**config.mk**
```make
export PLATFORM = sky130hd
export DESIGN_NAME = host_cmd_error_classifier
export DESIGN_NICKNAME = d
export VERILOG_FILES = /design/src/hdl/hce_pkg.sv /design/src/hdl/host_cmd_error_classifier.sv /design/src/hdl/err_record_mem.sv
export VERILOG_INCLUDE_DIRS = /design/src /design/src/hdl
export SDC_FILE = /design/constraint.sdc
export NUM_CORES = 1
export LEC_CHECK = 0
export BUFFER_PORTS_ARGS = -buffer_cell sky130_fd_sc_hd__buf_2
export CORE_ASPECT_RATIO = 0.75
export CORE_MARGIN = 2
export CORE_UTILIZATION = 55
export DETAILED_ROUTE_END_ITERATION = 6
export GPL_TIMING_DRIVEN = 0
export PLACE_DENSITY = 0.76
export SLEW_MARGIN = 20
export SYNTH_ARGS = -nofsm -noshare
export SYNTH_HDL_FRONTEND = slang
export SYNTH_HIERARCHICAL = 1
export SYNTH_SLANG_ARGS = --single-unit
```
**constraint.sdc**
```tcl
create_clock -name mclk_i -period 13 [get_ports mclk_i]
set_input_delay 0.65 -clock mclk_i [delete_from_list [all_inputs] [get_ports mclk_i]]
set_output_delay 0.65 -clock mclk_i [all_outputs]
set_load 0.03 [all_outputs]
```
**src/hdl/hce_consts.svh**
```systemverilog
// constants of the host command error classifier
`ifndef HCE_CONSTS_SVH
`define HCE_CONSTS_SVH
`define E_OUT_OF_RANGE 8'h03
`define E_ID_READ 8'h04
`define E_FLASH_BUSY 8'h05
`define E_CMD_TYPE 8'h0a
`define E_CMD_FORMAT 8'h0b
`define E_WR_SEQ 8'h0d
`define E_OPCODE 8'h0f
`define E_SIGNATURE 8'h10
`define E_CMD_CRC 8'h12
`define E_PAY_SIZE 8'h13
`define E_QUEUE_FULL 8'h16
`define E_NO_DEVICE 8'h1a
`define E_HDR_FMT 8'h46
`define E_FETCH_CRC 8'h47
`define E_FETCH_HDR_EARLY 8'h48
`define E_FETCH_RSP_EARLY 8'h49
`define E_FETCH_LATE 8'h4a
`define E_FETCH_NO_DATA 8'h4b
`define E_RX_OVERFLOW 8'h4c
`define E_STAT_CRC 8'h4e
`define E_STAT_HDR_EARLY 8'h4f
`define E_STAT_RSP_EARLY 8'h50
`define E_STAT_LATE 8'h51
`define E_TX_OVERFLOW 8'h52
`define E_FLASH_TMO 8'h7b
`define E_BOOT_LOAD_CRC 8'h83
`define E_MAIN_LOAD_CRC 8'h84
`define E_MAIN_RAM_CRC 8'h85
`define E_VERIFY_CRC 8'h86
`define FLASH_CAP_BYTES 32'h0100_0000
`define HDR_BYTES 16'h0004
`define STAT_RSP_BYTES 16'h0004
`define REC_AW 4
`define REC_DEPTH 16
`endif

```
**src/hdl/hce_pkg.sv**
```systemverilog
// types of the host command error classifier
package hce_pkg;
	typedef enum logic [1:0] {FOP_RD, FOP_ER, FOP_WR} flash_op_e;
	typedef enum logic [1:0] {XS_IDLE, XS_FETCH, XS_STAT} xfer_e;
	typedef enum logic {XK_FETCH, XK_STAT} xkind_e;
	typedef struct packed {
		logic req;
		flash_op_e op;
		logic busy;
		logic present;
		logic erased;
		logic [31:0] size;
		logic tmo;
	} flash_ev_s;
	typedef struct packed {
		logic id_done;
		logic id_ok;
		logic dev_found;
		logic dev_known;
		logic id_tmo;
		logic crc_boot;
		logic crc_main;
		logic crc_ram;
		logic crc_verify;
	} boot_ev_s;
	typedef struct packed {
		logic start;
		logic byte_vld;
		logic byte_is_op;
		logic want_op;
		logic last;
		logic op_known;
		logic hdr_ok;
		logic crc_ok;
		logic sig_req;
		logic sig_ok;
		logic is_clear;
		logic is_pf;
		logic pf_is_wr;
		logic pf_no_op;
		logic is_fwr;
		logic len_given;
		logic [15:0] len_decl;
	} cmd_ev_s;
	typedef struct packed {
		logic start;
		xkind_e kind;
		logic byte_vld;
		logic crc_bad;
		logic stop;
	} xfer_ev_s;
	typedef struct packed {
		logic load;
		logic [15:0] len;
		logic tx_push;
		logic tx_full;
	} buf_ev_s;
	typedef struct packed {
		logic [15:0][7:0] m;
		logic [7:0] rd;
	} rec_mem_s;
	typedef struct packed {
		xfer_e xs;
		logic [15:0] xcnt;
		logic [15:0] rlen;
		logic pend;
		logic [15:0] pcnt;
		logic [3:0] wptr;
		logic [7:0] cnt;
		logic [7:0] code;
		logic [7:0] last_code;
		logic err;
		logic rej;
	} cls_st_s;
endpackage

```
**src/hdl/host_cmd_error_classifier.sv**
```systemverilog
// error detection and coding for the host command interface
`timescale 1ns/1ps
`default_nettype none
`include "hce_consts.svh"
module host_cmd_error_classifier
	import hce_pkg::*;
(
	// clock and reset
	input wire logic mclk_i,
	input wire logic rst_i,
	// mode
	input wire logic boot_mode_i,
	// flash access and startup events
	input wire flash_ev_s flash_i,
	input wire boot_ev_s boot_i,
	// command interpreter events
	input wire cmd_ev_s cmd_i,
	input wire logic q_full_i,
	// host link transactions and buffers
	input wire xfer_ev_s xfer_i,
	input wire buf_ev_s buf_i,
	// error record read
	input wire logic [`REC_AW-1:0] rec_idx_i,
	// error report
	output logic err_pulse_o,
	output logic [7:0] err_code_o,
	output logic [7:0] last_code_o,
	output logic [7:0] err_cnt_o,
	output logic [7:0] rec_data_o,
	output logic cmd_reject_o,
	output logic rd_pending_o
);
	cls_st_s st_r;
	cls_st_s st_nxt;
	logic [7:0] c;
	logic hit;
	logic do_clear;
	logic [16:0] full_len;
	logic [16:0] xcnt_nx;
	logic [15:0] pcnt_now;
	logic [16:0] xcnt_now;
	logic rec_we;
	logic [`REC_AW-1:0] rec_waddr;

	// conditions are checked lowest priority first, so later ones win;
	// only one code per cycle is recorded, the others of that cycle are lost
	always_comb begin
		st_nxt = st_r;
		c = 8'h00;
		hit = 1'b0;
		do_clear = 1'b0;
		full_len = 17'h0_0000;
		xcnt_nx = {1'b0, st_r.xcnt} + 17'h0_0001;
		xcnt_now = {1'b0, st_r.xcnt};
		pcnt_now = st_r.pcnt;
		rec_we = 1'b0;
		rec_waddr = st_r.wptr;
		// both pulses last a single cycle
		st_nxt.err = 1'b0;
		st_nxt.rej = 1'b0;

		// startup and image load
		// load crc stages
		if (boot_i.crc_verify) begin
			c = `E_VERIFY_CRC;
			hit = 1'b1;
		end
		if (boot_i.crc_ram) begin
			c = `E_MAIN_RAM_CRC;
			hit = 1'b1;
		end
		if (boot_i.crc_main) begin
			c = `E_MAIN_LOAD_CRC;
			hit = 1'b1;
		end
		if (boot_i.crc_boot) begin
			c = `E_BOOT_LOAD_CRC;
			hit = 1'b1;
		end
		if (boot_i.id_tmo) begin
			c = `E_FLASH_TMO;
			hit = 1'b1;
		end
		if (boot_i.id_done && !boot_i.id_ok) begin
			c = `E_ID_READ;
			hit = 1'b1;
		end
		if (boot_i.id_done && boot_i.id_ok && !boot_i.dev_found) begin
			c = `E_NO_DEVICE;
			hit = 1'b1;
		end
		if (boot_i.id_done && boot_i.id_ok && !boot_i.dev_known) begin
			c = `E_NO_DEVICE;
			hit = 1'b1;
		end

		// flash access
		if (flash_i.req) begin
			if (flash_i.op == FOP_WR && flash_i.size > `FLASH_CAP_BYTES) begin
				c = `E_OUT_OF_RANGE;
				hit = 1'b1;
			end
			if (flash_i.op == FOP_WR && !flash_i.erased) begin
				c = `E_WR_SEQ;
				hit = 1'b1;
			end
			if (flash_i.op != FOP_RD && !flash_i.present) begin
				c = `E_NO_DEVICE;
				hit = 1'b1;
			end
			if (flash_i.busy) begin
				c = `E_FLASH_BUSY;
				hit = 1'b1;
			end
		end
		// a timeout outranks whatever the request itself did
		// flash timeout, for any operation
		if (flash_i.tmo) begin
			c = `E_FLASH_TMO;
			hit = 1'b1;
		end

		// payload byte counting; a byte that comes with the last strobe still counts
		if (cmd_i.byte_vld && !cmd_i.byte_is_op) begin
			pcnt_now = st_r.pcnt + 16'h0001;
		end
		if (cmd_i.start) begin
			st_nxt.pcnt = 16'h0000;
		end else begin
			st_nxt.pcnt = pcnt_now;
		end
		if (cmd_i.byte_vld && cmd_i.byte_is_op != cmd_i.want_op) begin
			c = `E_CMD_TYPE;
			hit = 1'b1;
		end

		if (cmd_i.last) begin
			if (cmd_i.len_given && cmd_i.len_decl != pcnt_now) begin
				c = `E_PAY_SIZE;
				hit = 1'b1;
			end
			if (!cmd_i.crc_ok) begin
				c = `E_CMD_CRC;
				hit = 1'b1;
			end
			if (cmd_i.sig_req && !cmd_i.sig_ok) begin
				c = `E_SIGNATURE;
				hit = 1'b1;
			end
			// prefetch naming a write or no op-code
			if (boot_mode_i && cmd_i.is_pf && (cmd_i.pf_is_wr || cmd_i.pf_no_op)) begin
				c = `E_CMD_FORMAT;
				hit = 1'b1;
			end
			if (boot_mode_i && cmd_i.is_fwr && !cmd_i.len_given) begin
				c = `E_CMD_FORMAT;
				hit = 1'b1;
			end
			if (!cmd_i.op_known) begin
				c = `E_OPCODE;
				hit = 1'b1;
			end
			if (!cmd_i.hdr_ok) begin
				c = `E_HDR_FMT;
				hit = 1'b1;
			end
			// clear leaves the slot contents; pointer, count and last code restart
			// signed clear of record
			if (cmd_i.is_clear && cmd_i.sig_ok && cmd_i.hdr_ok && cmd_i.crc_ok) begin
				do_clear = 1'b1;
			end
		end

		// the refused command's later strobes are still checked
		// reject when queue full
		if (cmd_i.start && q_full_i) begin
			c = `E_QUEUE_FULL;
			hit = 1'b1;
			st_nxt.rej = 1'b1;
		end

		// buffers
		// transmit buffer overflow
		if (buf_i.tx_push && buf_i.tx_full) begin
			c = `E_TX_OVERFLOW;
			hit = 1'b1;
		end
		if (buf_i.load) begin
			if (st_r.pend) begin
				c = `E_RX_OVERFLOW;
				hit = 1'b1;
			end
			st_nxt.pend = 1'b1;
			st_nxt.rlen = buf_i.len;
		end

		// read-fetch and status transactions
		case (st_r.xs)
			XS_IDLE: begin
				if (xfer_i.start) begin
					st_nxt.xcnt = 16'h0000;
					if (xfer_i.kind == XK_STAT) begin
						st_nxt.xs = XS_STAT;
					end else if (st_r.pend) begin
						st_nxt.xs = XS_FETCH;
					end else begin
						c = `E_FETCH_NO_DATA;
						hit = 1'b1;
					end
				end
			end
			XS_FETCH: begin
				// a second start while open is ignored
				// a byte may ride on the stop strobe; it counts towards the length
				if (xfer_i.byte_vld && !xcnt_nx[16]) begin
					xcnt_now = xcnt_nx;
				end
				st_nxt.xcnt = xcnt_now[15:0];
				full_len = {1'b0, `HDR_BYTES} + {1'b0, st_r.rlen};
				if (xfer_i.crc_bad) begin
					c = `E_FETCH_CRC;
					hit = 1'b1;
				end
				if (xfer_i.stop) begin
					st_nxt.xs = XS_IDLE;
					if (xcnt_now < {1'b0, `HDR_BYTES}) begin
						c = `E_FETCH_HDR_EARLY;
						hit = 1'b1;
					end else if (xcnt_now < full_len) begin
						c = `E_FETCH_RSP_EARLY;
						hit = 1'b1;
					end else if (xcnt_now > full_len) begin
						c = `E_FETCH_LATE;
						hit = 1'b1;
					end
					// payload fully sent, response consumed; a new load keeps it pending
					if (xcnt_now >= full_len && !buf_i.load) begin
						st_nxt.pend = 1'b0;
					end
				end
			end
			XS_STAT: begin
				if (xfer_i.byte_vld && !xcnt_nx[16]) begin
					xcnt_now = xcnt_nx;
				end
				st_nxt.xcnt = xcnt_now[15:0];
				// status answers a fixed length, whatever is pending
				full_len = {1'b0, `HDR_BYTES} + {1'b0, `STAT_RSP_BYTES};
				if (xfer_i.crc_bad) begin
					c = `E_STAT_CRC;
					hit = 1'b1;
				end
				if (xfer_i.stop) begin
					st_nxt.xs = XS_IDLE;
					if (xcnt_now < {1'b0, `HDR_BYTES}) begin
						c = `E_STAT_HDR_EARLY;
						hit = 1'b1;
					end else if (xcnt_now < full_len) begin
						c = `E_STAT_RSP_EARLY;
						hit = 1'b1;
					end else if (xcnt_now > full_len) begin
						c = `E_STAT_LATE;
						hit = 1'b1;
					end
				end
			end
			default: begin
				st_nxt.xs = XS_IDLE;
			end
		endcase

		// error record, set wins over clear
		if (do_clear) begin
			st_nxt.cnt = 8'h00;
			st_nxt.wptr = 4'h0;
			st_nxt.last_code = 8'h00;
			rec_waddr = '0;
		end
		if (hit) begin
			st_nxt.err = 1'b1;
			st_nxt.code = c;
			st_nxt.last_code = c;
			// count saturates so a flood of errors never reads as none
			if (st_nxt.cnt != 8'hff) begin
				st_nxt.cnt = st_nxt.cnt + 8'h01;
			end
			// slots wrap; the oldest entries are overwritten first
			st_nxt.wptr = st_nxt.wptr + 4'h1;
		end
		rec_we = hit;
	end

	always_ff @(posedge mclk_i) begin
		if (rst_i) begin
			st_r <= '0;
		end else begin
			st_r <= st_nxt;
		end
	end

	// record writes land at the slot the pointer held before the error, or at slot 0 when a clear comes in the same cycle
	err_record_mem u_rec (
		.mclk_i(mclk_i),
		.rst_i(rst_i),
		.we_i(rec_we),
		.waddr_i(rec_waddr),
		.wdata_i(c),
		.raddr_i(rec_idx_i),
		.rdata_o(rec_data_o)
	);

	assign err_pulse_o = st_r.err;
	assign err_code_o = st_r.code;
	assign last_code_o = st_r.last_code;
	assign err_cnt_o = st_r.cnt;
	assign cmd_reject_o = st_r.rej;
	assign rd_pending_o = st_r.pend;
endmodule
`default_nettype wire

```
**src/hdl/err_record_mem.sv**
```systemverilog
// error record memory with registered read port
`timescale 1ns/1ps
`default_nettype none
`include "hce_consts.svh"
module err_record_mem
	import hce_pkg::*;
(
	// clock and reset
	input wire logic mclk_i,
	input wire logic rst_i,
	// write port
	input wire logic we_i,
	input wire logic [`REC_AW-1:0] waddr_i,
	input wire logic [7:0] wdata_i,
	// read port
	input wire logic [`REC_AW-1:0] raddr_i,
	output logic [7:0] rdata_o
);
	rec_mem_s st_r;
	rec_mem_s st_nxt;

	always_comb begin
		st_nxt = st_r;
		st_nxt.rd = st_r.m[raddr_i];
		if (we_i) begin
			st_nxt.m[waddr_i] = wdata_i;
		end
	end

	always_ff @(posedge mclk_i) begin
		if (rst_i) begin
			st_r <= '0;
		end else begin
			st_r <= st_nxt;
		end
	end

	assign rdata_o = st_r.rd;
endmodule
`default_nettype wire

```
==> summary.txt <==
Setup path
  – Worst Setup Path Type: reg -> reg
  – Worst Setup SP: st_r[63]$_SDFFE_PP0P_
  – Worst Path Required: 13.37 ns
  – Crit start category: flop
  – Reg-to-reg critical path endpoint: u_rec/st_r[79]$_SDFFE_PP0P_
  – Crit path arrival time: 6.45 ns
  – Worst R2R Setup Slack: 6.92 ns
  – Worst-path fanout max: 10
  – R2R cell count: 23
  – Critical path capture point type: flop
  – Reg2Reg Launch Point: st_r[63]$_SDFFE_PP0P_

Synth
  – Top cell type's share of synthesized area: 0.344
  – Post-synth cell types: 97
  – Syn_nets: 1584
  – YS warnings: 6
  – Post-Synth Simple-Gate Area: 0.208
  – Synthesized area: 12600 sq um
  – Most used DFF post-synth: dfxtp_1
  – Post-Synth Adder-Cell Area: 0.0258
  – Register area share after synthesis: 0.344
  – Synth Area in Compound Gates: 0.168
  – Number of synthesized flops with an enable pin: 0
  – Post-synthesis cell count: 1446
  – Leading area contributor after synthesis: dfxtp_1
  – Fraction of registers with async set/reset: 0
  – Area share of xor/xnor cells in the synthesized design: 0.0406
  – Mux cell area share after synthesis: 0.144
  – Synth top area cells: dfxtp_1 (34%), mux2i_1 (8.6%), mux4_2 (5.2%)
  – #FFs+latches synth: 217
  – Mapped Avg Cell Area: 8.72 sq um
  – Largest family of logic cells by synthesized area: simple AND/OR/NAND/NOR gates

Worst hold path
  – Worst min path class: in -> reg
  – Min-Delay Endpoint: st_r[50]$_SDFFE_PP0P_
  – Hold depth: 3
  – Hold path start: buf_i[5]

Clocking
  – CTS Hold Bufs: 0
  – Max Root-Sink Buffers: 3
  – H-tree Lvls: 1
  – Post_cts resized: 0
  – Root Driver: clkbuf_16
  – Number of buffers created by CTS: 23
  – Clock Latency Late Sink: 0.51 ns
  – Worst-path clk slew: 0.06 ns
  – Setup Buffers After CTS: 0
  – CTS sink cnt: 217
  – CTS tree: done

Floorplan
  – Starting Density: 0.566
  – Num rows: 47
  – Die X: 179 um
  – Core area: 22300 sq um
  – IO Count: 147
  – Die area: 24200 sq um
  – Die Height: 135 um

Cells and area
  – Register area: 4340 sq um
  – # nets final: 1749
  – Fin area: 14400 sq um
  – # diodes: 0
  – FILL cells: 1923
  – Area of the multi-input gates: 7400 sq um
  – Finished Layout Cells: 1920
  – Share of cells above drive strength 1: 0.201
  – Syn-to-layout area delta: 14.4%

Placement
  – GP Congestion: 0.927
  – Placed cell area: 13700 sq um
  – DP Wirelength: 27.2 mm
  – DP Cell Count: 1880
  – IO Port Bufs: 140

Global routing
  – Total grt overflow: 0
  – Overall global routing resource usage: 0.300
  – Vias in the first global route: 10800
  – Largest net degree at the start of global routing: 14
  – First-pass GRT wire length: 57.6 mm
  – Initial antenna violation count: 1

Power and ir drop
  – Peak supply drop: 0.104 mV
  – Comb pwr share: 0.200
  – Switching power: 0.516 mW
  – P_int: 1.20 mW
  – LEAKAGE: 5.96 nW
  – Sw frac: 0.301
  – Pwr Density: 119 nW/um^2
  – Clock power share: 0.383
  – Seq pwr share: 0.417

Timing
  – Slew headroom: 0.392
  – Post-route minimum period: 6.08 ns
  – Final period util: 0.468
  – Hold Vio Cnt, Final: 0
  – Final setup fails: 0
  – RSZ-0062 raised after global routing: no
  – Worst Skew: 0.0128 ns
  – Least-Margin Pin Slew: 0.903 ns
  – TNS Setup: 0 ns
  – Max-slew violations: 0
  – Fmax achieved: 164 MHz

Run status
  – Outcome: completed

Detailed routing
  – Drt total wl: 36.4 mm
  – Count of TritonRoute iterations in the first routing pass: 6
  – Final ANT Viol Nets: 0
  – Vias per cell: 6.09
  – Via count: 11700
  – Drt drc: 0
  – WL/cell: 18.9 um
  – DRT iter0 DRCs: 1134

Run
  – Max Cap Violations: 0
-- layer usage --
layer | up-vias | track usage | part of all wire
met2 | 536 | 0.447 | 0.43
met3 | 48 | 0.0586 | 0.092
met4 | 2 | 0.0596 | 0.018
met5 | - | 0 | 0.00019
met1 | 5582 | 0.452 | 0.46
li1 | 5528 | - | -
-- power by group through the flow --
stage | Sequential (mW) | Clock, mW | Combinational [mW]
after detailed placement | 0.728 | 0 | 0.335
final | 0.715 | 0.657 | 0.343
after global routing | 0.718 | 0.688 | 0.371
after global placement | 0.727 | 0 | 0.328
after CTS | 0.714 | 0.664 | 0.337
after floorplan | 0.722 | 0 | 0.228
-- kinds of logic after synthesis --
kind of cell / count (synthesis)
XOR/XNOR: 55
buffers and inverters: 164
other: 1
adder cells (fa/ha/maj): 26
multiplexers: 143
AO/OA/AOI/OAI: 332
AND/OR/NAND/NOR: 508
flip-flops: 217
-- cells in the final DEF (no fill, tap or decap), drive strengths merged, types with 11 or more instances in the layout --
master / count
a211oi: 11
a21oi: 111
a22oi: 17
and2: 15
and3: 15
buf: 212
clkbuf: 87
dfxtp: 217
ha: 26
inv: 37
mux2i: 108
mux4: 29
nand2: 113
nand2b: 13
nand3: 42
nand4: 27
nor2: 171
nor2b: 12
nor3: 29
nor4: 17
o211ai: 21
o21ai: 94
or3: 11
or4: 11
xnor2: 27
xor2: 26
-- state kept, by name, summed over array words and instances (netlist names) --
signal	count
u_rec/rdata_o	8
cmd_reject_o	1
u_rec/st_r	128
st_r	54
last_code_o	8
err_cnt_o	8
err_pulse_o	1
rd_pending_o	1
err_code_o	8
-- cell usage after synthesis (4+ instances only) --
library cell and instances:
xnor2_1 27, o22ai_1 6, inv_1 37, a221o_1 5
o211ai_1 15, or3_1 11, clkbuf_1 53, nor2b_1 12
or2_2 5, a21oi_1 109, o21ai_0 90, a211oi_1 10
nor3_4 4, nand3_1 41, buf_4 38, a31oi_1 9
and2_1 13, mux2i_1 108, mux4_2 29, o21ai_1 4
nor4_1 13, nor3_1 24, nand3b_1 5, a21o_1 7
or4_1 10, and4_1 9, nand2_1 111, a22oi_1 17
nand4_1 24, nand2b_1 12, o211ai_2 6, and3_1 15
o31ai_1 6, buf_6 6, dfxtp_1 217, nor2_1 171
o2111ai_1 4, buf_2 24, ha_1 26, xor2_1 26
-- worst max path at each step --
stage / endpoint / slack, ns / depth (start not counted)
after floorplan: u_rec/st_r[47]$_SDFFE_PP0P_ / 8.09 / 22
after global placement: u_rec/st_r[61]$_SDFFE_PP0P_ / 7.23 / 23
after detailed placement: u_rec/st_r[77]$_SDFFE_PP0P_ / 7.17 / 23
after CTS: u_rec/st_r[76]$_SDFFE_PP0P_ / 7.08 / 23
after global routing: u_rec/st_r[74]$_SDFFE_PP0P_ / 6.57 / 23
final: u_rec/st_r[79]$_SDFFE_PP0P_ / 6.92 / 23
-- critical path, stage by stage, from the launching register on --
cell and delay (ns):
dfxtp_1 0.47, ha_1 0.31, nand3_1 0.17, nor4b_4 0.40
nand2_1 0.22, nand2_1 0.21, mux2_2 0.39, ha_1 0.30
nor2b_1 0.14, o21a_1 0.17, o21ai_0 0.16, a21oi_1 0.09
o21ai_0 0.45, o211ai_1 0.17, o2111a_1 0.24, o211a_4 0.29
buf_12 0.15, nor2_1 0.41, nor3b_2 0.34, buf_2 0.28
nand3b_1 0.10, buf_2 0.23, mux2i_1 0.20, nor2_1 0.07
-- stage by stage --
stage,power (mW),util,hold slack [ns],worst slack (ns)
final,1.72,0.647,0.377,6.92
after global routing,1.78,0.647,0.377,6.57
after CTS,1.72,0.647,0.365,7.08
after detailed placement,1.06,0.614,0.448,7.17
after global placement,1.06,0.614,0.443,7.23
after floorplan,0.950,-,0.433,8.09
-- layout make-up --
cell class | count | share of cell area
Sequential cell | 217 | 0.301
Buffer | 127 | 0.0506
Multi-Input combinational cell | 1065 | 0.513
Timing Repair Buffer | 140 | 0.0486
Tap cell | 294 | 0.0255
Clock buffer | 32 | 0.0450
Inverter | 37 | 0.00963
Clock inverter | 8 | 0.00659
(Power assumes the default switching activity.)
